File: src/rtl/rsl_map.svh
// Register map, field positions, reset values and timing for the signal strength unit
// Function
// - Estimate is built only from samples taken after the channel filter.
// - Each of four fast readout registers can be set to show the latched value.
// - Fast readout reads finish within 16 serial clocks, no ready wait.
// - Latched value is captured only once per packet, at a chosen point.
// - Status query returns both the current and the latched value.
// - Query answer becomes ready 33 us after the query is issued.
// - Latch trigger: preamble, sync, or bit count after RX start, at least 4.
// - Estimate updates every bit, or averaged and updated every four bits.
// - With averaging, the earliest latch point is 7 bit times after RX start; the code latches at the next four-bit update, bit 8.
// - RX entry clears latched values; they stay held afterwards.
// - Latched value read before a new capture returns zero.
// - Jump above a programmed amount during a packet raises an event.
// - A jump may automatically reset the modem or the receiver.
// - Jump detection is off after reset until software enables it.
// - Seven-bit offset in 1 dB steps; 7'h32 means no offset.
// - Estimate above the clear-channel threshold can notify the host.
// - Latched and non-latched threshold indications selectable on any output pin.
// - Reported value has half a decibel per step.
`ifndef RSL_MAP_SVH
`define RSL_MAP_SVH
`define RSL_A_LATCH_CFG 8'h00
`define RSL_A_JUMP_CFG 8'h04
`define RSL_A_JUMP_AMT 8'h08
`define RSL_A_OFFSET 8'h0C
`define RSL_A_THRESH 8'h10
`define RSL_A_FRR_SEL 8'h14
`define RSL_A_FRR0 8'h18
`define RSL_A_QUERY 8'h28
`define RSL_A_RESP 8'h2C
`define RSL_A_INT_STAT 8'h30
`define RSL_A_INT_MASK 8'h34
`define RSL_A_GPIO_SEL 8'h38
`define RSL_OFFSET_ZERO 7'h32
`define RSL_MIN_BITS 8'h04
`define RSL_MIN_BITS_AVG 8'h07
`define RSL_CNT_RST 8'h0A
`define RSL_AVG_LEN 2'h3
`define RSL_INT_THR 0
`define RSL_INT_JUMP 1
`define RSL_INT_LATCH 2
`define RSL_INT_QUERY 3
`define RSL_PCLK_NS 100
`define RSL_QUERY_NS 33000
`define RSL_QUERY_CYC ((`RSL_QUERY_NS + `RSL_PCLK_NS - 1) / `RSL_PCLK_NS)
`endif

File: src/rtl/rsl_pkg.sv
// Types shared by the signal strength unit
package rsl_pkg;
  typedef enum logic [1:0] {
    RSL_TRIG_PREAMBLE = 2'h0,
    RSL_TRIG_SYNC = 2'h1,
    RSL_TRIG_COUNT = 2'h2,
    RSL_TRIG_RSVD = 2'h3
  } rsl_trig_type;
  typedef enum logic [1:0] {
    RSL_FRR_OFF = 2'h0,
    RSL_FRR_LATCHED = 2'h1,
    RSL_FRR_CURRENT = 2'h2,
    RSL_FRR_INT = 2'h3
  } rsl_frr_type;
  typedef enum logic [1:0] {
    RSL_Q_IDLE = 2'b01,
    RSL_Q_BUSY = 2'b10
  } rsl_query_type;
endpackage : rsl_pkg

File: src/rtl/rsl_top.sv
// Signal strength estimate, per-packet latch, threshold and jump detection with APB registers
`timescale 1ns/10ps
`include "rsl_map.svh"
module rsl_top
  import rsl_pkg::*;
#(
  parameter int NUM_GPIO = 2
) (
  input wire logic pclk,
  input wire logic presetn,
  input wire logic psel,
  input wire logic penable,
  input wire logic pwrite,
  input wire logic [7:0] paddr,
  input wire logic [31:0] pwdata,
  output logic [31:0] prdata,
  output logic pready,
  output logic pslverr,
  input wire logic bit_clk,
  input wire logic [7:0] filt_power,
  input wire logic rx_enter,
  input wire logic pkt_active,
  input wire logic preamble_det,
  input wire logic sync_det,
  output logic irq,
  output logic [NUM_GPIO-1:0] gpio_out,
  output logic modem_reset,
  output logic rx_reset
);

  ////////////////////////////////////////////////////////////////////////////
  // Configuration registers
  logic [1:0] trig_sel_r;
  logic avg_en_r;
  logic [7:0] bit_cnt_cfg_r;
  logic [2:0] jump_cfg_r;
  logic [7:0] jump_amt_r;
  logic [6:0] offset_r;
  logic [7:0] thresh_r;
  logic [7:0] frr_sel_r;
  logic [3:0] int_stat_r;
  logic [3:0] int_mask_r;
  logic [2*NUM_GPIO-1:0] gpio_sel_r;

  wire bus_wr = psel && penable && pwrite;

  // Zero wait states keep every fast readout far inside 16 serial clocks
  assign pready = 1'b1;

  ////////////////////////////////////////////////////////////////////////////
  // Bit clock synchroniser, edge from agreeing second and third stages
  logic bsync1_r;
  logic bsync2_r;
  logic bsync3_r;
  logic blevel_r;

  always_ff @(posedge pclk or negedge presetn) begin
    if (!presetn) begin
      bsync1_r <= 1'b0;
      bsync2_r <= 1'b0;
      bsync3_r <= 1'b0;
      blevel_r <= 1'b0;
    end else begin
      bsync1_r <= bit_clk;
      bsync2_r <= bsync1_r;
      bsync3_r <= bsync2_r;
      if (bsync2_r == bsync3_r) begin
        blevel_r <= bsync3_r;
      end
    end
  end

  wire bit_tick = (bsync2_r == bsync3_r) && bsync3_r && !blevel_r;

  ////////////////////////////////////////////////////////////////////////////
  // Estimate: per bit or four-bit average of post-filter power
  logic [9:0] acc_r;
  logic [1:0] avg_cnt_r;
  logic [7:0] est_r;
  logic est_upd_r;

  wire [9:0] acc_sum = acc_r + {2'b00, filt_power};
  wire avg_last = (avg_cnt_r == `RSL_AVG_LEN);

  always_ff @(posedge pclk or negedge presetn) begin
    if (!presetn) begin
      acc_r <= 10'h000;
      avg_cnt_r <= 2'h0;
      est_r <= 8'h00;
      est_upd_r <= 1'b0;
    end else begin
      est_upd_r <= 1'b0;
      if (rx_enter) begin
        acc_r <= 10'h000;
        avg_cnt_r <= 2'h0;
      end else if (bit_tick) begin
        if (!avg_en_r) begin
          est_r <= filt_power;
          est_upd_r <= 1'b1;
        end else if (avg_last) begin
          est_r <= acc_sum[9:2];
          est_upd_r <= 1'b1;
          acc_r <= 10'h000;
          avg_cnt_r <= 2'h0;
        end else begin
          acc_r <= acc_sum;
          avg_cnt_r <= avg_cnt_r + 2'h1;
        end
      end
    end
  end

  ////////////////////////////////////////////////////////////////////////////
  // Offset in 1 dB steps, i.e. two half-dB units, saturated to 8 bits
  wire signed [10:0] off_delta = $signed({4'h0, offset_r}) - $signed({4'h0, `RSL_OFFSET_ZERO});
  wire signed [10:0] rep_full = $signed({3'b000, est_r}) + (off_delta <<< 1);
  wire [7:0] reported = rep_full[10] ? 8'h00 : (|rep_full[9:8] ? 8'hFF : rep_full[7:0]);

  ////////////////////////////////////////////////////////////////////////////
  // Per-packet latch
  logic [7:0] bits_r;
  logic trig_seen_r;
  logic latched_done_r;
  logic [7:0] latched_r;

  wire [7:0] min_bits = avg_en_r ? `RSL_MIN_BITS_AVG : `RSL_MIN_BITS;
  wire [7:0] cnt_need = (bit_cnt_cfg_r > min_bits) ? bit_cnt_cfg_r : min_bits;
  wire trig_now = (trig_sel_r == RSL_TRIG_PREAMBLE && preamble_det) ||
                  (trig_sel_r == RSL_TRIG_SYNC && sync_det) ||
                  (trig_sel_r == RSL_TRIG_COUNT && bits_r >= cnt_need);
  wire trig_any = trig_now || trig_seen_r;
  // Averaged estimate needs a fresh update so a stale value is never captured
  wire est_ready = avg_en_r ? est_upd_r : 1'b1;
  wire do_latch = !latched_done_r && trig_any && (bits_r >= min_bits) && est_ready;

  always_ff @(posedge pclk or negedge presetn) begin
    if (!presetn) begin
      bits_r <= 8'h00;
      trig_seen_r <= 1'b0;
      latched_done_r <= 1'b0;
      latched_r <= 8'h00;
    end else if (rx_enter) begin
      bits_r <= 8'h00;
      trig_seen_r <= 1'b0;
      latched_done_r <= 1'b0;
      latched_r <= 8'h00;
    end else begin
      if (bit_tick && bits_r != 8'hFF) begin
        bits_r <= bits_r + 8'h01;
      end
      if (trig_now && !latched_done_r) begin
        trig_seen_r <= 1'b1;
      end
      if (do_latch) begin
        latched_r <= reported;
        latched_done_r <= 1'b1;
      end
    end
  end

  ////////////////////////////////////////////////////////////////////////////
  // Clear-channel threshold, live and sticky versions; a live hit beats the RX-entry clear
  wire thr_live = reported > thresh_r;
  logic thr_hold_r;

  always_ff @(posedge pclk or negedge presetn) begin
    if (!presetn) begin
      thr_hold_r <= 1'b0;
    end else if (thr_live) begin
      thr_hold_r <= 1'b1;
    end else if (rx_enter) begin
      thr_hold_r <= 1'b0;
    end
  end

  ////////////////////////////////////////////////////////////////////////////
  // Jump detection against the level at packet start
  logic pkt_d_r;
  logic [7:0] ref_r;
  logic jump_r;

  wire pkt_start = pkt_active && !pkt_d_r;
  wire [7:0] diff = (reported > ref_r) ? (reported - ref_r) : (ref_r - reported);
  wire jump_hit = jump_cfg_r[0] && pkt_active && !pkt_start &&
                  est_upd_r && (diff > jump_amt_r);

  always_ff @(posedge pclk or negedge presetn) begin
    if (!presetn) begin
      pkt_d_r <= 1'b0;
      ref_r <= 8'h00;
      jump_r <= 1'b0;
      modem_reset <= 1'b0;
      rx_reset <= 1'b0;
    end else begin
      pkt_d_r <= pkt_active;
      if (pkt_start) begin
        ref_r <= reported;
      end
      jump_r <= jump_hit;
      modem_reset <= jump_hit && jump_cfg_r[1];
      rx_reset <= jump_hit && jump_cfg_r[2];
    end
  end

  ////////////////////////////////////////////////////////////////////////////
  // Status query with delayed ready
  localparam int QCYC = `RSL_QUERY_CYC;
  rsl_query_type q_state_r;
  logic [15:0] q_cnt_r;
  logic [7:0] resp_cur_r;
  logic [7:0] resp_lat_r;
  logic q_done;

  wire q_start = bus_wr && paddr == `RSL_A_QUERY;
  assign q_done = (q_state_r == RSL_Q_BUSY) && (q_cnt_r == 16'(QCYC - 1));

  always_ff @(posedge pclk or negedge presetn) begin
    if (!presetn) begin
      q_state_r <= RSL_Q_IDLE;
      q_cnt_r <= 16'h0000;
      resp_cur_r <= 8'h00;
      resp_lat_r <= 8'h00;
    end else begin
      unique case (q_state_r)
        RSL_Q_IDLE: begin
          if (q_start) begin
            q_state_r <= RSL_Q_BUSY;
            q_cnt_r <= 16'h0000;
            resp_cur_r <= reported;
            resp_lat_r <= latched_r;
          end
        end
        RSL_Q_BUSY: begin
          q_cnt_r <= q_cnt_r + 16'h0001;
          if (q_done) begin
            q_state_r <= RSL_Q_IDLE;
          end
        end
      endcase
    end
  end

  wire cts = (q_state_r == RSL_Q_IDLE);

  ////////////////////////////////////////////////////////////////////////////
  // Interrupt status, write one to clear, set beats clear
  wire [3:0] int_set = {q_done, do_latch, jump_r, thr_live && est_upd_r};
  wire [3:0] int_clr = (bus_wr && paddr == `RSL_A_INT_STAT) ? pwdata[3:0] : 4'h0;

  always_ff @(posedge pclk or negedge presetn) begin
    if (!presetn) begin
      int_stat_r <= 4'h0;
    end else begin
      int_stat_r <= (int_stat_r & ~int_clr) | int_set;
    end
  end

  assign irq = |(int_stat_r & int_mask_r);

  ////////////////////////////////////////////////////////////////////////////
  // Output pin selection
  genvar g;
  generate
    for (g = 0; g < NUM_GPIO; g++) begin : g_gpio
      wire [1:0] sel = gpio_sel_r[2*g +: 2];
      assign gpio_out[g] = (sel == 2'h0) ? thr_live :
                           (sel == 2'h1) ? thr_hold_r :
                           (sel == 2'h2) ? int_stat_r[`RSL_INT_JUMP] : irq;
    end
  endgenerate

  ////////////////////////////////////////////////////////////////////////////
  // Configuration writes
  always_ff @(posedge pclk or negedge presetn) begin
    if (!presetn) begin
      trig_sel_r <= 2'h0;
      avg_en_r <= 1'b0;
      bit_cnt_cfg_r <= `RSL_CNT_RST;
      jump_cfg_r <= 3'h0;
      jump_amt_r <= 8'h00;
      offset_r <= `RSL_OFFSET_ZERO;
      thresh_r <= 8'hFF;
      frr_sel_r <= 8'h00;
      int_mask_r <= 4'h0;
      gpio_sel_r <= '0;
    end else if (bus_wr) begin
      unique case (paddr)
        `RSL_A_LATCH_CFG: begin
          trig_sel_r <= pwdata[1:0];
          avg_en_r <= pwdata[2];
          bit_cnt_cfg_r <= pwdata[15:8];
        end
        `RSL_A_JUMP_CFG: jump_cfg_r <= pwdata[2:0];
        `RSL_A_JUMP_AMT: jump_amt_r <= pwdata[7:0];
        `RSL_A_OFFSET: offset_r <= pwdata[6:0];
        `RSL_A_THRESH: thresh_r <= pwdata[7:0];
        `RSL_A_FRR_SEL: frr_sel_r <= pwdata[7:0];
        `RSL_A_INT_MASK: int_mask_r <= pwdata[3:0];
        `RSL_A_GPIO_SEL: gpio_sel_r <= pwdata[2*NUM_GPIO-1:0];
        default: ;
      endcase
    end
  end

  ////////////////////////////////////////////////////////////////////////////
  // Read decode
  function automatic logic [7:0] frr_val(input logic [1:0] sel, input logic [7:0] lat,
                                         input logic [7:0] cur, input logic [3:0] st);
    frr_val = (sel == RSL_FRR_LATCHED) ? lat :
              (sel == RSL_FRR_CURRENT) ? cur :
              (sel == RSL_FRR_INT) ? {4'h0, st} : 8'h00;
  endfunction : frr_val

  wire is_frr = (paddr >= `RSL_A_FRR0) && (paddr < `RSL_A_QUERY) && (paddr[1:0] == 2'b00);
  wire [1:0] frr_idx = 2'(paddr - `RSL_A_FRR0 >> 2);
  wire [7:0] frr_rd = frr_val(frr_sel_r[2*frr_idx +: 2], latched_r, reported, int_stat_r);
  wire mapped = is_frr || paddr == `RSL_A_LATCH_CFG || paddr == `RSL_A_JUMP_CFG ||
                paddr == `RSL_A_JUMP_AMT || paddr == `RSL_A_OFFSET || paddr == `RSL_A_THRESH ||
                paddr == `RSL_A_FRR_SEL || paddr == `RSL_A_QUERY || paddr == `RSL_A_RESP ||
                paddr == `RSL_A_INT_STAT || paddr == `RSL_A_INT_MASK || paddr == `RSL_A_GPIO_SEL;
  wire frr_ro_wr = is_frr && pwrite;

  logic [31:0] rd_mux;
  always_comb begin
    rd_mux = 32'h0000_0000;
    if (is_frr) begin
      rd_mux = {24'h00_0000, frr_rd};
    end else begin
      unique case (paddr)
        `RSL_A_LATCH_CFG: rd_mux = {16'h0000, bit_cnt_cfg_r, 5'h00, avg_en_r, trig_sel_r};
        `RSL_A_JUMP_CFG: rd_mux = {29'h0000_0000, jump_cfg_r};
        `RSL_A_JUMP_AMT: rd_mux = {24'h00_0000, jump_amt_r};
        `RSL_A_OFFSET: rd_mux = {25'h000_0000, offset_r};
        `RSL_A_THRESH: rd_mux = {24'h00_0000, thresh_r};
        `RSL_A_FRR_SEL: rd_mux = {24'h00_0000, frr_sel_r};
        `RSL_A_QUERY: rd_mux = {31'h0000_0000, cts};
        `RSL_A_RESP: rd_mux = {16'h0000, resp_lat_r, resp_cur_r};
        `RSL_A_INT_STAT: rd_mux = {28'h000_0000, int_stat_r};
        `RSL_A_INT_MASK: rd_mux = {28'h000_0000, int_mask_r};
        `RSL_A_GPIO_SEL: rd_mux = {{(32-2*NUM_GPIO){1'b0}}, gpio_sel_r};
        default: rd_mux = 32'h0000_0000;
      endcase
    end
  end

  // Read data registered during setup so it is stable at the access edge
  always_ff @(posedge pclk or negedge presetn) begin
    if (!presetn) begin
      prdata <= 32'h0000_0000;
    end else if (psel && !penable && !pwrite) begin
      prdata <= rd_mux;
    end
  end

  assign pslverr = psel && penable && (!mapped || frr_ro_wr);

endmodule : rsl_top

File: config.mk
export PLATFORM = sky130hd
export DESIGN_NAME = rsl_top
export DESIGN_NICKNAME = d
export VERILOG_FILES = /design/src/rtl/rsl_pkg.sv /design/src/rtl/rsl_top.sv
export VERILOG_INCLUDE_DIRS = /design/src /design/src/rtl
export SDC_FILE = /design/constraint.sdc
export NUM_CORES = 1
export LEC_CHECK = 0
export BUFFER_PORTS_ARGS = -buffer_cell sky130_fd_sc_hd__buf_2
export CORE_MARGIN = 2
export CORE_UTILIZATION = 30
export CTS_CLUSTER_SIZE = 10
export DETAILED_ROUTE_END_ITERATION = 8
export GPL_ROUTABILITY_DRIVEN = 0
export MAX_ROUTING_LAYER = met4
export PLACE_DENSITY_LB_ADDON = 0.25
export SLEW_MARGIN = 20
export SYNTH_ARGS = -nofsm -noshare
export SYNTH_HDL_FRONTEND = slang
export SYNTH_SLANG_ARGS = --single-unit
File: constraint.sdc
create_clock -name pclk -period 6.2 [get_ports pclk]
set_input_delay 0.62 -clock pclk [delete_from_list [all_inputs] [get_ports pclk]]
set_output_delay 0.62 -clock pclk [all_outputs]
set_load 0.1 [all_outputs]
== Word level (Yosys, flattened, before mapping) ==
Cells that the tools add are included.
Word-level totals
  output and inout bits: 39
  bits of input ports: 58
  register bits after elaboration: 179
Operators by class
  bitwise logic cells: 5
  eq/ne operators: 28
  reduce and logical (&&, ||, !) cells: 76
  mux-type cells: 47
  shift operators: 1
  $lt $le $gt $ge: 8
  add/subtract/negate cells: 9
Operators with widths (count)
  16-bit case mux with 11 select lines: 1
  8-bit two-way mux: 12
  8-bit by 6-bit == test with 1-bit output, second input constant: 5
  10-bit two-way mux: 4
  16-bit two-way mux: 2
  16-bit case mux with 2 select lines: 1
  1-bit logical AND: 29
  8-bit > comparator: 3
  2-bit AND reduction: 11
  1-bit two-way mux: 17
  16-bit by 1-bit adder with 16-bit output, second input constant: 1
  16-bit by 9-bit == test with 1-bit output, second input constant: 1
  8-bit by 4-bit == test with 1-bit output, second input constant: 2
  8-bit by 5-bit == test with 1-bit output, second input constant: 2
  8-bit subtractor: 2
  1-bit logical OR: 15
  2-bit == test, second input constant: 7
  2-bit two-way mux: 7
  2-bit nonzero test: 6
  10-bit by 8-bit adder with 10-bit output: 1
  9-bit by 9-bit adder with 10-bit output: 1
  2-bit by 1-bit == test with 1-bit output, second input constant: 5
  8-bit by 1-bit adder with 8-bit output, second input constant: 1
  4-bit bitwise AND: 2
  25 further kinds: 36

== Longest topological paths before layout ==
Gate-level depths: netlist of run 1.
  depth in word-level cells: 17
  depth in mapped cells: 30
  gate-level depth less buffers: 29

== Least setup slack after synthesis of run 1 ==
No wires, ideal clock.
  path type: flip-flop to flip-flop
  start: register offset_r[1]
  end: register modem_reset
  library setup time: 0.119 ns
  slack: 0.727 ns
  data arrival time: 5.354 ns
  stages on the path, launching flop included: 31
  buffers on the path: 1
  period minus slack after synthesis: 5.473 ns
  path through: dfstp_2 inv_1 ha_1 nand2b_1 nand2_1 xnor2_1 ha_1 a21oi_1 o21a_1 o31ai_1 xnor2_1 nand2_1 nand2_1 ha_1 inv_1 fa_1 a21o_1 a221oi_2 o22ai_2 buf_6 mux2i_1 o21ai_1 a31oi_1 xnor2_1 ha_1 a21o_1 a21o_1 a21oi_1 o21ai_0 nor3b_1 and2_1
On the way
  cells in the longest elaborated chain, start to end: 10
  elaborated cells on any way between the ends: 12
RTL lines
  start, declared: line rsl_top.sv:38  | logic [6:0] offset_r;
  start signal, assigned: line rsl_top.sv:281  | offset_r <= `RSL_OFFSET_ZERO;
  start signal, assigned: line rsl_top.sv:295  | `RSL_A_OFFSET: offset_r <= pwdata[6:0];
  7-bit by 6-bit subtractor with 8-bit output *: line rsl_top.sv:115  | wire signed [10:0] off_delta = $signed({4'h0, offset_r}) - $signed({4'h0, `RSL_OFFSET_ZERO});
  9-bit by 9-bit adder with 10-bit output *: line rsl_top.sv:116  | wire signed [10:0] rep_full = $signed({3'b000, est_r}) + (off_delta <<< 1);
  2-bit OR reduction: line rsl_top.sv:117  | wire [7:0] reported = rep_full[10] ? 8'h00 : (|rep_full[9:8] ? 8'hFF : rep_full[7:0]);
  8-bit two-way mux: line rsl_top.sv:117
  8-bit two-way mux *: line rsl_top.sv:117
  8-bit subtractor or 8-bit > comparator (tied branches): line rsl_top.sv:183  | wire [7:0] diff = (reported > ref_r) ? (reported - ref_r) : (ref_r - reported);
  8-bit two-way mux *: line rsl_top.sv:183
  8-bit > comparator *: line rsl_top.sv:185  | est_upd_r && (diff > jump_amt_r);
  1-bit logical AND *: line rsl_top.sv:185
  named net jump_hit: line rsl_top.sv:184  | wire jump_hit = jump_cfg_r[0] && pkt_active && !pkt_start &&
  1-bit logical AND *: line rsl_top.sv:200  | modem_reset <= jump_hit && jump_cfg_r[1];
  end signal, assigned: line rsl_top.sv:200
  end, declared: line rsl_top.sv:27  | output logic modem_reset,
The timed path passes the listed nets; every way through them passes the cells marked *.
A chain may end at the register's enable or synchronous reset.

== Final worst setup path of run 1 ==
Ends and elaborated chain as after synthesis.

==> results of run 1 <==
[power groups by stage]
stage                     clock, uW  sequential (uW)  combinational (uW)
final                          1040             1190                 803
after global routing           1110             1200                 881
after detailed placement          0             1210                 757
after CTS                      1070             1190                 761
after floorplan                   0             1310                 472
after global placement            0             1210                 747
[sequential cells by signal, summed over array words and instances, names as in the netlist, 3 cells and up]
name / flops
int_stat_r: 4
gpio_sel_r: 4
jump_amt_r: 8
int_mask_r: 4
bit_cnt_cfg_r: 8
q_cnt_r: 16
thresh_r: 8
resp_lat_r: 8
resp_cur_r: 8
prdata: 16
frr_sel_r: 8
ref_r: 8
jump_cfg_r: 3
est_r: 8
offset_r: 7
bits_r: 8
latched_r: 8
acc_r: 10
[cells in the mapped netlist, drive strengths merged (3+ instances only)]
| cell | count |
|---|---|
| and2 | 4 |
| o31ai | 5 |
| mux2 | 63 |
| xnor2 | 18 |
| o211ai | 3 |
| nand2 | 120 |
| fa | 4 |
| nand3 | 23 |
| mux2i | 19 |
| o21bai | 4 |
| ha | 64 |
| o21a | 6 |
| dfrtp | 149 |
| or3 | 8 |
| a221oi | 5 |
| nor2 | 74 |
| nor2b | 18 |
| mux4 | 5 |
| nand4 | 12 |
| or2 | 3 |
| a31oi | 12 |
| o22ai | 4 |
| nor3 | 16 |
| a21o | 17 |
| a211o | 3 |
| buf | 28 |
| a21oi | 53 |
| a211oi | 5 |
| a22oi | 13 |
| o21ai | 64 |
| inv | 58 |
| nor3b | 4 |
| nor4b | 6 |
| a22o | 12 |
| dfstp | 14 |
| and3 | 13 |
| xor2 | 22 |
| nand2b | 13 |
| clkbuf | 22 |
[logic make-up after synthesis]
family / Yosys count / share of synthesized area
fa+ha+maj: 68 / 0.0898
buf+inv: 108 / 0.0506
other cells: 2 / 0.000765
xor+xnor: 40 / 0.0357
simple gates: 320 / 0.158
compound gates: 220 / 0.145
mux: 87 / 0.103
flops: 163 / 0.417
[metrics by stage]
| stage | setup slack [ns] | TNS [ns] | hold slack (ns) |
|---|---|---|---|
| 6_report | 0.242 | 0 | 0.282 |
| 3_3_place_gp | 0.185 | 0 | 0.338 |
| 3_5_place_dp | 0.0783 | 0 | 0.337 |
| 4_1_cts | 0.0592 | 0 | 0.270 |
| 5_1_grt | -0.164 | -0.344 | 0.270 |
| 2_1_floorplan | 0.727 | 0 | 0.324 |
[final timing paths]
path                       slack, ns                     from                  endpoint  cells past startpoint
max                             0.24  offset_r[1]$_DFFE_PN1P_     modem_reset$_DFF_PN0_                     30
min                             0.28                  presetn        bsync1_r$_DFF_PN0_                      1
max reg2reg                     0.24  offset_r[1]$_DFFE_PN1P_     modem_reset$_DFF_PN0_                     30
min reg2reg                     0.35       bsync1_r$_DFF_PN0_        bsync2_r$_DFF_PN0_                      0
max in group asynchronous       4.48                  presetn  frr_sel_r[3]$_DFFE_PN0P_                      2
min in group pclk               0.29                  bit_clk        bsync1_r$_DFF_PN0_                      1
[critical path: cells and delay by family (launching register included)]
| kind | cells | cell delay (ns) |
|---|---|---|
| flops | 1 | 0.56 |
| compound gates | 12 | 2.14 |
| fa+ha+maj | 5 | 1.35 |
| xor+xnor | 3 | 0.64 |
| simple gates | 7 | 0.83 |
| buf+inv | 3 | 0.29 |
[layout make-up]
cell class                      count  area [sq um]  share of cell area
Antenna cell                        2          5.00            0.000442
Clock inverter                     10          96.3             0.00851
Multi-Input combinational cell    752          5400               0.477
Tap cell                          442           553              0.0489
Timing Repair Buffer               82           468              0.0413
Inverter                           58           218              0.0192
Clock buffer                       22           484              0.0428
Sequential cell                   163          4100               0.362
[layer usage]
| metal | vias up | GRT usage | wire length [microns] |
|---|---|---|---|
| li1 | 3676 | - | - |
| met5 | - | - | 0 |
| met3 | 48 | 0.0315 | 867 |
| met2 | 142 | 0.265 | 13000 |
| met1 | 3703 | 0.212 | 12200 |
| met4 | 0 | 0.0676 | 812 |
[repair_timing]
action,4_1_cts,5_1_grt
gates resized for setup,0,28
setup buffers,0,7
setup endpoints to repair,0,3
==> summary.md, run 1 <==
| Metric | Value |
|---|---|
| Vias in the first global route | 7400 |
| Initial antenna violation count | 2 |
| Total Power | 3030 uW |
| Area grow syn2layout | 15.4% |
| Routed vias | 7569 |
| Global-route wire length before repair | 42.2 mm |
| Top_reg_cell synth | dfrtp_1 |
| CP Class | flip-flop to flip-flop |
| Worst-Margin Slew | 1.07 ns |
| Fmax | 0.168 GHz |
| Die area | 34200 sq um |
| Port Buffers | 63 |
| Post-synth ARST share | 1.00 |
| Vias per Instance | 4.94 |
| #FFs+latches synth | 163 |
| Starting Density | 0.303 |
| Top cells by area, synth | dfrtp_1, ha_1, mux2_2, nand2_1, dfstp_2 |
| Sequential cell area fraction in the yosys report | 0.417 |
| Row count | 66 |
| Clock root buffer | clkbuf_16 |
| Setup violators final | 0 |
| Max FO, Critical Path | 4 |
| Post-DP HPWL | 20.2 mm |
| Slew headroom | 0.285 |
| Core area | 32400 sq um |
| Clock latency at the later pin of the worst-skew pair | 0.44 ns |
| Most common cell after layout, fill and taps aside | dfrtp_1 |
| Critical Path Start Type | flip-flop |
| Final min period | 5.96 ns |
| Clock Sinks | 163 |
| Largest net degree at the start of global routing | 102 |
| Sequential Power Share | 0.392 |
| Hold Buf Count CTS | 0 |
| Most frequent cells in the layout | dfrtp_1, nand2_1, nor2_1 |
| Max-Cap Viols | 0 |
| Crit path DAT | 6.28 ns |
| Fill count | 3422 |
| Avg Cell Area, Syn | 9.73 sq um |
| Fin. Hold Viols | 0 |
| Top cell type's share of synthesized area | 0.380 |
| Share of cells above drive strength 1 | 0.215 |
| Slew Viols, Final | 0 |
| Hold Path Class | input port to asynchronous set/reset pin |
| DRC viols | 0 |
| Leading area contributor after synthesis | dfrtp_1 |
| Mapped Area | 9810 sq um |
| DRT Pass-1 Iters | 5 |
| Synth Warn # | 0 |
| Initial DRC count | 482 |
| Sw Pwr | 1030 uW |
| Bufs on Longest Clock Path | 2 |
| Clock power frac | 0.343 |
| Grt ovf | 0 |
| Worst path most repeated cell | a21o_1 |
| CP peak stage delay | 0.56 ns |
| Sw frac | 0.341 |
| Clk_skew | 0.0100 ns |
| Total track usage | 0.168 |
| # IOs | 97 |
| Core Util, Final | 0.350 |
| Layout Nets | 1200 |
| Post-Synthesis Cells | 1008 |
| Cell Area, Placed | 10600 sq um |
| Gate power share | 0.265 |
| Num CTS Buffers | 17 |
| ANT nets after route | 0 |
| # H-tree levels | 4 |
| Die W | 185 microns |
| CTS tree | built |
| CP endpoint kind | flip-flop |
| Post-synth EDFFs | 0 |
| VDD IR max | 0.000137 V |
| Post-Layout Cell Count | 1531 |
| Placed cells | 1490 |
| Status | complete, no violations |
| DR WL/cell | 17.6 microns |
| Drt total wl | 26.9 mm |
| Clock transition at path regs | 0.06 ns |
| Worst path slowest cell | dfstp_2 |
| Yosys cell types | 67 |
| Internal power component | 2000 uW |
| Die Y-Extent | 185 microns |
| Leakage power | 0.00521 uW |
| Final instance area | 11300 sq um |
| Crit path required time | 6.52 ns |
| Final worst-path cycle share | 0.961 |
| Cell Pwr Density | 268 nW/um^2 |
Note: power is estimated with default switching activity, not from simulation.
==> run 2, diff against run 1 <==
- CORE_ASPECT_RATIO: not set -> 0.8
- PLACE_DENSITY: not set -> 0.52
- PLACE_DENSITY_LB_ADDON: 0.25 -> not set
- SLEW_MARGIN: 20 -> not set
==> run 2 against run 1 <==
Clock-buffer cell count decreased by 3. First-iteration DRC count increased by 19%. Maximum frequency increased by 0.92%. Wire length increased by 2.9%. Combinational power decreased by 2%. Worst hold slack got worse by 0.11 ns. Sequential cell count unchanged. Clock power increased by 5%. Critical path type unchanged. Critical endpoint is now rx_reset$_DFF_PN0_.
==> summary.md, run 2 (same netlist as run 1, synthesis figures left out) <==
| Metric | Value |
|---|---|
| Cell Pwr Density | 273 nW/um^2 (+1.7%) |
| Bufs on Longest Clock Path | 2 (unchanged) |
| DRT Pass-1 Iters | 5 (unchanged) |
| Die W | 206 microns (+12%) |
| Vias per Instance | 5.01 (+1.3%) |
| Crit path DAT | 6.23 ns (-0.05 ns) |
| Most frequent cells in the layout | dfrtp_1, nand2_1, nor2_1 |
| CP endpoint kind | flip-flop |
| Sw Pwr | 1070 uW (+3.1%) |
| CTS tree | built |
| Die Y-Extent | 166 microns (-10%) |
| Most common cell after layout, fill and taps aside | dfrtp_1 |
| Clock Sinks | 163 (unchanged) |
| # H-tree levels | 4 (unchanged) |
| DR WL/cell | 18.3 microns (+4.0%) |
| Row count | 59 (-11%) |
| Worst-Margin Slew | 1.08 ns (+0.00741 ns) |
| Starting Density | 0.303 (+0.000352) |
| Setup TNS | 0 ns (unchanged) |
| Crit path required time | 6.53 ns (about the same) |
| Clock power frac | 0.356 (+0.013) |
| Status | complete, no violations |
| Initial DRC count | 574 (+19%) |
| # IOs | 97 (unchanged) |
| Vias in the first global route | 7332 (-0.92%) |
| Post-DP HPWL | 20.8 mm (+2.9%) |
| Port Buffers | 63 (unchanged) |
| Clk_skew | 0.0137 ns (+0.00366 ns) |
| Fin. Hold Viols | 0 (unchanged) |
| Fill count | 3377 (-1.3%) |
| Multi-input logic area | 5360 sq um (-0.76%) |
| ANT nets after route | 0 (unchanged) |
| Final worst-path cycle share | 0.952 (-0.00879) |
| Hold Path Class | input port to asynchronous set/reset pin |
| Hold Buf Count CTS | 0 (unchanged) |
| Layout Nets | 1200 (unchanged) |
| Clock latency at the later pin of the worst-skew pair | 0.44 ns (about the same) |
| CP Class | flip-flop to flip-flop |
| Num CTS Buffers | 17 (unchanged) |
| Initial antenna violation count | 1 (-1) |
| Internal power component | 2000 uW (+0.23%) |
| Critical Path Start Type | flip-flop |
| Sw frac | 0.347 (+0.00648) |
| Routed vias | 7586 (+0.22%) |
| Largest net degree at the start of global routing | 73 (-28%) |
| Leakage power | 0.00521 uW (about the same) |
| VDD IR max | 0.000183 V (+34%) |
| Clock transition at path regs | 0.07 ns (about the same) |
| Gate power share | 0.256 (-0.009) |
| Max FO, Critical Path | 7 (+3) |
| Clock root buffer | clkbuf_16 |
| Global-route wire length before repair | 43.3 mm (+2.6%) |
| Final min period | 5.90 ns (-0.0545 ns) |
| Worst reg2reg startpoint | offset_r[1]$_DFFE_PN1P_ |
| Crit path from | offset_r[1]$_DFFE_PN1P_ |
| CP peak stage delay | 0.58 ns (+0.02 ns) |
| Fmax | 0.169 GHz (+0.92%) |
| Total track usage | 0.171 (+0.00328) |
| Area grow syn2layout | 14.8% |
| Slew headroom | 0.280 (-0.00496) |
| Drt total wl | 27.7 mm (+2.9%) |
| Max-Cap Viols | 0 (unchanged) |
| Ant diodes | 0 (-2) |
| DRC viols | 0 (unchanged) |
| Total Power | 3070 uW (+1.2%) |
| Worst path slowest cell | dfstp_2 |
| Worst path most repeated cell | ha_1 |
| Die area | 34200 sq um (about the same) |
| Slew Viols, Final | 0 (unchanged) |
| Setup violators final | 0 (unchanged) |
| Share of cells above drive strength 1 | 0.206 (-0.00920) |
| Register area | 4100 sq um (unchanged) |
| Largest regs | prdata: 16 flops, q_cnt_r: 16 flops, acc_r: 10 flops |
| Core area | 32300 sq um (-0.12%) |
| Sequential Power Share | 0.388 (-0.004) |
| Grt ovf | 0 (unchanged) |
## run 2: per-layer routing
| layer | part of all wire | vias up | global-route usage |
|---|---|---|---|
| met5 | 0 | - | - |
| met4 | 0.016 | 0 | 0.0438 |
| met3 | 0.053 | 25 | 0.0339 |
| met2 | 0.42 | 182 | 0.235 |
| met1 | 0.51 | 3717 | 0.254 |
| li1 | - | 3662 | - |
## run 2: worst paths after layout
| path | endpoint | slack [ns] | cells past startpoint |
|---|---|---|---|
| hold / removal | q_cnt_r[6]$_DFFE_PN0P_ | 0.17 | 1 |
| setup / recovery | rx_reset$_DFF_PN0_ | 0.30 | 31 |
| hold reg to reg | bsync2_r$_DFF_PN0_ | 0.35 | 0 |
| setup reg to reg | rx_reset$_DFF_PN0_ | 0.30 | 31 |
| min in group pclk | bsync1_r$_DFF_PN0_ | 0.30 | 1 |
| max in group asynchronous | prdata[2]$_DFFE_PN0P_ | 4.80 | 2 |
## run 2: critical path: cells and delay by family, from the launching register on
kind / cells / cell delay [ns]
XOR/XNOR: 3 / 0.55
AND/OR/NAND/NOR: 8 / 0.93
buffers and inverters: 4 / 0.50
flip-flops: 1 / 0.58
AO/OA/AOI/OAI: 11 / 1.81
adder cells (fa/ha/maj): 5 / 1.44
## run 2: what timing repair did
action | CTS | global route
setup endpoints to repair | 0 | 5
buffers inserted | 0 | 6
gates resized for setup | 0 | 16
## run 2: power by group through the flow
stage | Sequential [uW] | Clock (uW) | Combinational, uW
floorplan | 1310 | 0 | 472
global placement | 1210 | 0 | 748
detailed placement | 1210 | 0 | 758
CTS | 1190 | 1120 | 763
global route | 1200 | 1160 | 865
finish | 1190 | 1090 | 787
## run 2: area by class of cell
cell class | count | share of cell area
flip-flops and latches | 163 | 0.364
clock buffers | 19 | 0.0393
multi-input cells | 752 | 0.476
repair buffers | 82 | 0.0412
well taps | 427 | 0.0474
clock inverters | 13 | 0.0132
inverters | 58 | 0.0193
## run 2: metrics by stage
| stage | instances | hold WS [ns] | instance area (sq um) | util | setup WS, ns |
|---|---|---|---|---|---|
| 6_report | 1514 | 0.173 | 11300 | 0.348 | 0.297 |
| 3_5_place_dp | 1476 | 0.336 | 10500 | 0.326 | 0.138 |
| 5_1_grt | 1514 | 0.252 | 11300 | 0.348 | -0.0375 |
| 2_1_floorplan | 1023 | 0.324 | 9870 | - | 0.727 |
| 3_3_place_gp | 1476 | 0.334 | 10500 | 0.326 | 0.174 |
| 4_1_cts | 1508 | 0.220 | 11100 | 0.345 | 0.110 |
==> run 3, diff against run 2 <==
- ABC_AREA: not set -> 1
==> run 3 against run 2 <==
Wire length is 3.1% higher. Final area is 1.6% higher. Area after synthesis is 3.2% higher. Maximum frequency is 6.2% higher. Global-route usage is 0.23 points higher. Total power is 18% higher. Critical path type is now flip-flop to output port. First-iteration DRC count is 0.52% lower. Clock power hardly changed.
==> summary.md, run 3 <==
| Metric | Value |
|---|---|
| Leading area contributor after synthesis | dfrtp_1 |
| Worst setup path endpoint | gpio_out[0] |
| Commonest cells in the netlist | nand2_1, inv_1, dfrtp_1 |
| Num CTS Buffers | 17 (unchanged) |
| Setup violators final | 0 (unchanged) |
| Synth Warn # | 0 (unchanged) |
| Worst path cell trace | inv_1 -> ha_1 -> inv_1 -> o21ai_0 -> xor2_1 -> ha_1 -> nand2_1 -> nand2_1 -> a21oi_1 -> nand3_1 -> buf_4 -> o21ai_2 -> inv_1 -> ha_1 -> nand2_1 -> nor2_1 -> nand2_1 -> o211ai_1 -> nand2_1 -> inv_1 -> nand2_1 -> a21oi_1 -> buf_2 |
| Placed cells | 1774 (+20%) |
| Clk_skew | 0.0116 ns (-0.00206 ns) |
| Vias per Instance | 4.80 (-4.3%) |
| Avg Cell Area, Syn | 7.79 sq um (-20%) |
| Global-route wire length before repair | 46.2 mm (+6.7%) |
| Routed vias | 8661 (+14%) |
| Status | complete, no violations |
| Bufs on Longest Clock Path | 2 (unchanged) |
| CTS tree | built |
| Layout Nets | 1485 (+24%) |
| Port Buffers | 63 (unchanged) |
| Top delay family on crit path | buffers and inverters |
| Clock latency at the later pin of the worst-skew pair | 0.44 ns (about the same) |
| Total Power | 3610 uW (+18%) |
| Die area | 35200 sq um (+3.1%) |
| Initial antenna violation count | 0 (-1) |
| Post-DP HPWL | 22.1 mm (+6.1%) |
| Crit path DAT | 4.94 ns (-1.29 ns) |
| VDD IR max | 0.000249 V (+36%) |
| Worst path slowest cell | dfstp_2 |
| Post-CTS Resized | 0 (unchanged) |
| Largest regs | prdata: 16 flops, q_cnt_r: 16 flops, acc_r: 10 flops |
| Max-Cap Viols | 0 (unchanged) |
| Initial DRC count | 571 (-0.52%) |
| Hold Buf Count CTS | 0 (unchanged) |
| Setup TNS | 0 ns (unchanged) |
| Final worst-path cycle share | 0.897 (-0.0554) |
| CP endpoint kind | output port |
| ANT nets after route | 0 (unchanged) |
| # IOs | 97 (unchanged) |
| Fin. Hold Viols | 0 (unchanged) |
| Clock Sinks | 163 (unchanged) |
| Post-synth ARST share | 1.00 (unchanged) |
| Ant diodes | 0 (unchanged) |
| Top cell type's share of synthesized area | 0.368 (-0.0117) |
| Clock transition at path regs | 0.06 ns (about the same) |
| Post-Synthesis Cells | 1299 (+29%) |
| Largest net degree at the start of global routing | 79 (+8.2%) |
| CP bufs+invs | 6 (+2) |
| Post-Layout Cell Count | 1806 (+19%) |
| Worst reg2reg startpoint | offset_r[1]$_DFFE_PN1P_ |
| Drt total wl | 28.6 mm (+3.1%) |
| CP Depth | 23 (-26%) |
| Fill count | 3561 (+5.4%) |
| Final min period | 5.56 ns (-0.343 ns) |
| RSZ-0062 raised after global routing | no |
| Hold Path Class | input port to asynchronous set/reset pin |
| Leakage power | 0.00560 uW (+7.6%) |
| Critical Path Start Type | flip-flop |
| Most frequent cells in the layout | nand2_1, inv_1, dfrtp_1 |
| Row count | 60 (+1.7%) |
| Die Y-Extent | 168 microns (+1.5%) |
| Clock root buffer | clkbuf_16 |
| Post-CTS Setup Bufs | 0 (unchanged) |
| Top cells by area, synth | dfrtp_1, nand2_1, ha_1, inv_1, o21ai_0 |
| Slew Viols, Final | 0 (unchanged) |
| Sequential cell area fraction in the yosys report | 0.405 (-0.0128) |
| Cell Pwr Density | 316 nW/um^2 (+16%) |
| Grt ovf | 0 (unchanged) |
| Vias in the first global route | 8340 (+14%) |
| Worst R2R End | rx_reset$_DFF_PN0_ |
| Top_reg_cell synth | dfrtp_1 |
| R2R cell count | 31 (unchanged) |
| Post-synth EDFFs | 0 (unchanged) |
| Most common cell after layout, fill and taps aside | nand2_1 |
| Worst path most repeated cell | nand2_1 |
| Slew headroom | 0.272 (-0.00815) |
| Mapped Area | 10100 sq um (+3.2%) |
| R2R Setup Slk | 0.78 ns (+0.48 ns) |
| Max FO, Critical Path | 13 (+6) |
| Crit path required time | 5.58 ns (-0.95 ns) |
| Die W | 209 microns (+1.5%) |
| #FFs+latches synth | 163 (unchanged) |
| Area grow syn2layout | 13.0% |
| DRC viols | 0 (unchanged) |
| Crit path from | offset_r[1]$_DFFE_PN1P_ |
| Yosys cell types | 54 (-19%) |
| DRT Pass-1 Iters | 5 (unchanged) |
| Total track usage | 0.173 (+0.00230) |
| Core area | 33400 sq um (+3.3%) |
| Worst-Margin Slew | 1.09 ns (+0.0131 ns) |
| # H-tree levels | 4 (unchanged) |
| Starting Density | 0.303 (-0.000426) |
| DR WL/cell | 15.8 microns (-14%) |
| CP Class | flip-flop to output port |
| Most common cell in the netlist | nand2_1 |
| CP peak stage delay | 0.56 ns (-0.02 ns) |
| Fmax | 0.180 GHz (+6.2%) |
| Share of cells above drive strength 1 | 0.127 (-0.0792) |
run 3: cell count changes in the layout (fill, tap and decap cells not counted), sizes merged, moves of 14 or more:
cell	delta
nand2	+173
inv	+156
o21ai	+97
mux2	-54
nand3	+41
mux2i	-19
nor2b	-18
a21o	-16
a21oi	+14
run 3: worst min-delay path by stage:
stage                                  start                   end  slack (ns)  cells past startpoint
after global placement    bsync1_r$_DFF_PN0_    bsync2_r$_DFF_PN0_        0.35                      0
after CTS                            presetn    bsync1_r$_DFF_PN0_        0.13                      1
after detailed placement  bsync1_r$_DFF_PN0_    bsync2_r$_DFF_PN0_        0.36                      0
after floorplan                      presetn  acc_r[0]$_DFFE_PN0P_        0.32                      0
final                                presetn    bsync1_r$_DFF_PN0_        0.13                      1
after global routing                 presetn    bsync1_r$_DFF_PN0_        0.15                      1
run 3: layer usage:
layer  vias up  share of wire  GRT usage
li1       4343              -          -
met1      4102           0.52      0.253
met2       201           0.42      0.246
met3        15          0.053     0.0362
met4         0         0.0083     0.0335
met5         -              0          -
run 3: report_power, final:
group,switching (uW),internal (uW),leakage [uW]
registers,38.3,1110,0.00207
logic,934,410,0.00325
clock network,477,640,0.000286
run 3: through the flow:
step / worst slack [ns] / hold slack, ns / util / cell area (sq um)
after CTS: 0.650 / 0.131 / 0.342 / 11400
after detailed placement: 0.854 / 0.355 / 0.324 / 10800
after global placement: 0.878 / 0.346 / 0.324 / 10800
after global routing: 0.248 / 0.148 / 0.342 / 11400
after floorplan: 1.03 / 0.324 / - / 10200
final: 0.640 / 0.130 / 0.342 / 11400
run 3: logic make-up after synthesis:
| logic type | Yosys count | share of synthesized area |
|---|---|---|
| XOR/XNOR | 25 | 0.0216 |
| AND/OR/NAND/NOR | 490 | 0.213 |
| other | 2 | 0.000742 |
| multiplexers | 9 | 0.0100 |
| flip-flops | 163 | 0.405 |
| buffers and inverters | 257 | 0.104 |
| AO/OA/AOI/OAI | 285 | 0.158 |
| adder cells (fa/ha/maj) | 68 | 0.0870 |
run 3: final cells by class:
type	count	area [sq um]	area share
Inverter	214	803	0.0702
Clock inverter	14	176	0.0154
Clock buffer	18	429	0.0375
Timing Repair Buffer	69	367	0.0320
Tap cell	434	543	0.0475
Multi-Input combinational cell	894	5030	0.439
Sequential cell	163	4100	0.358
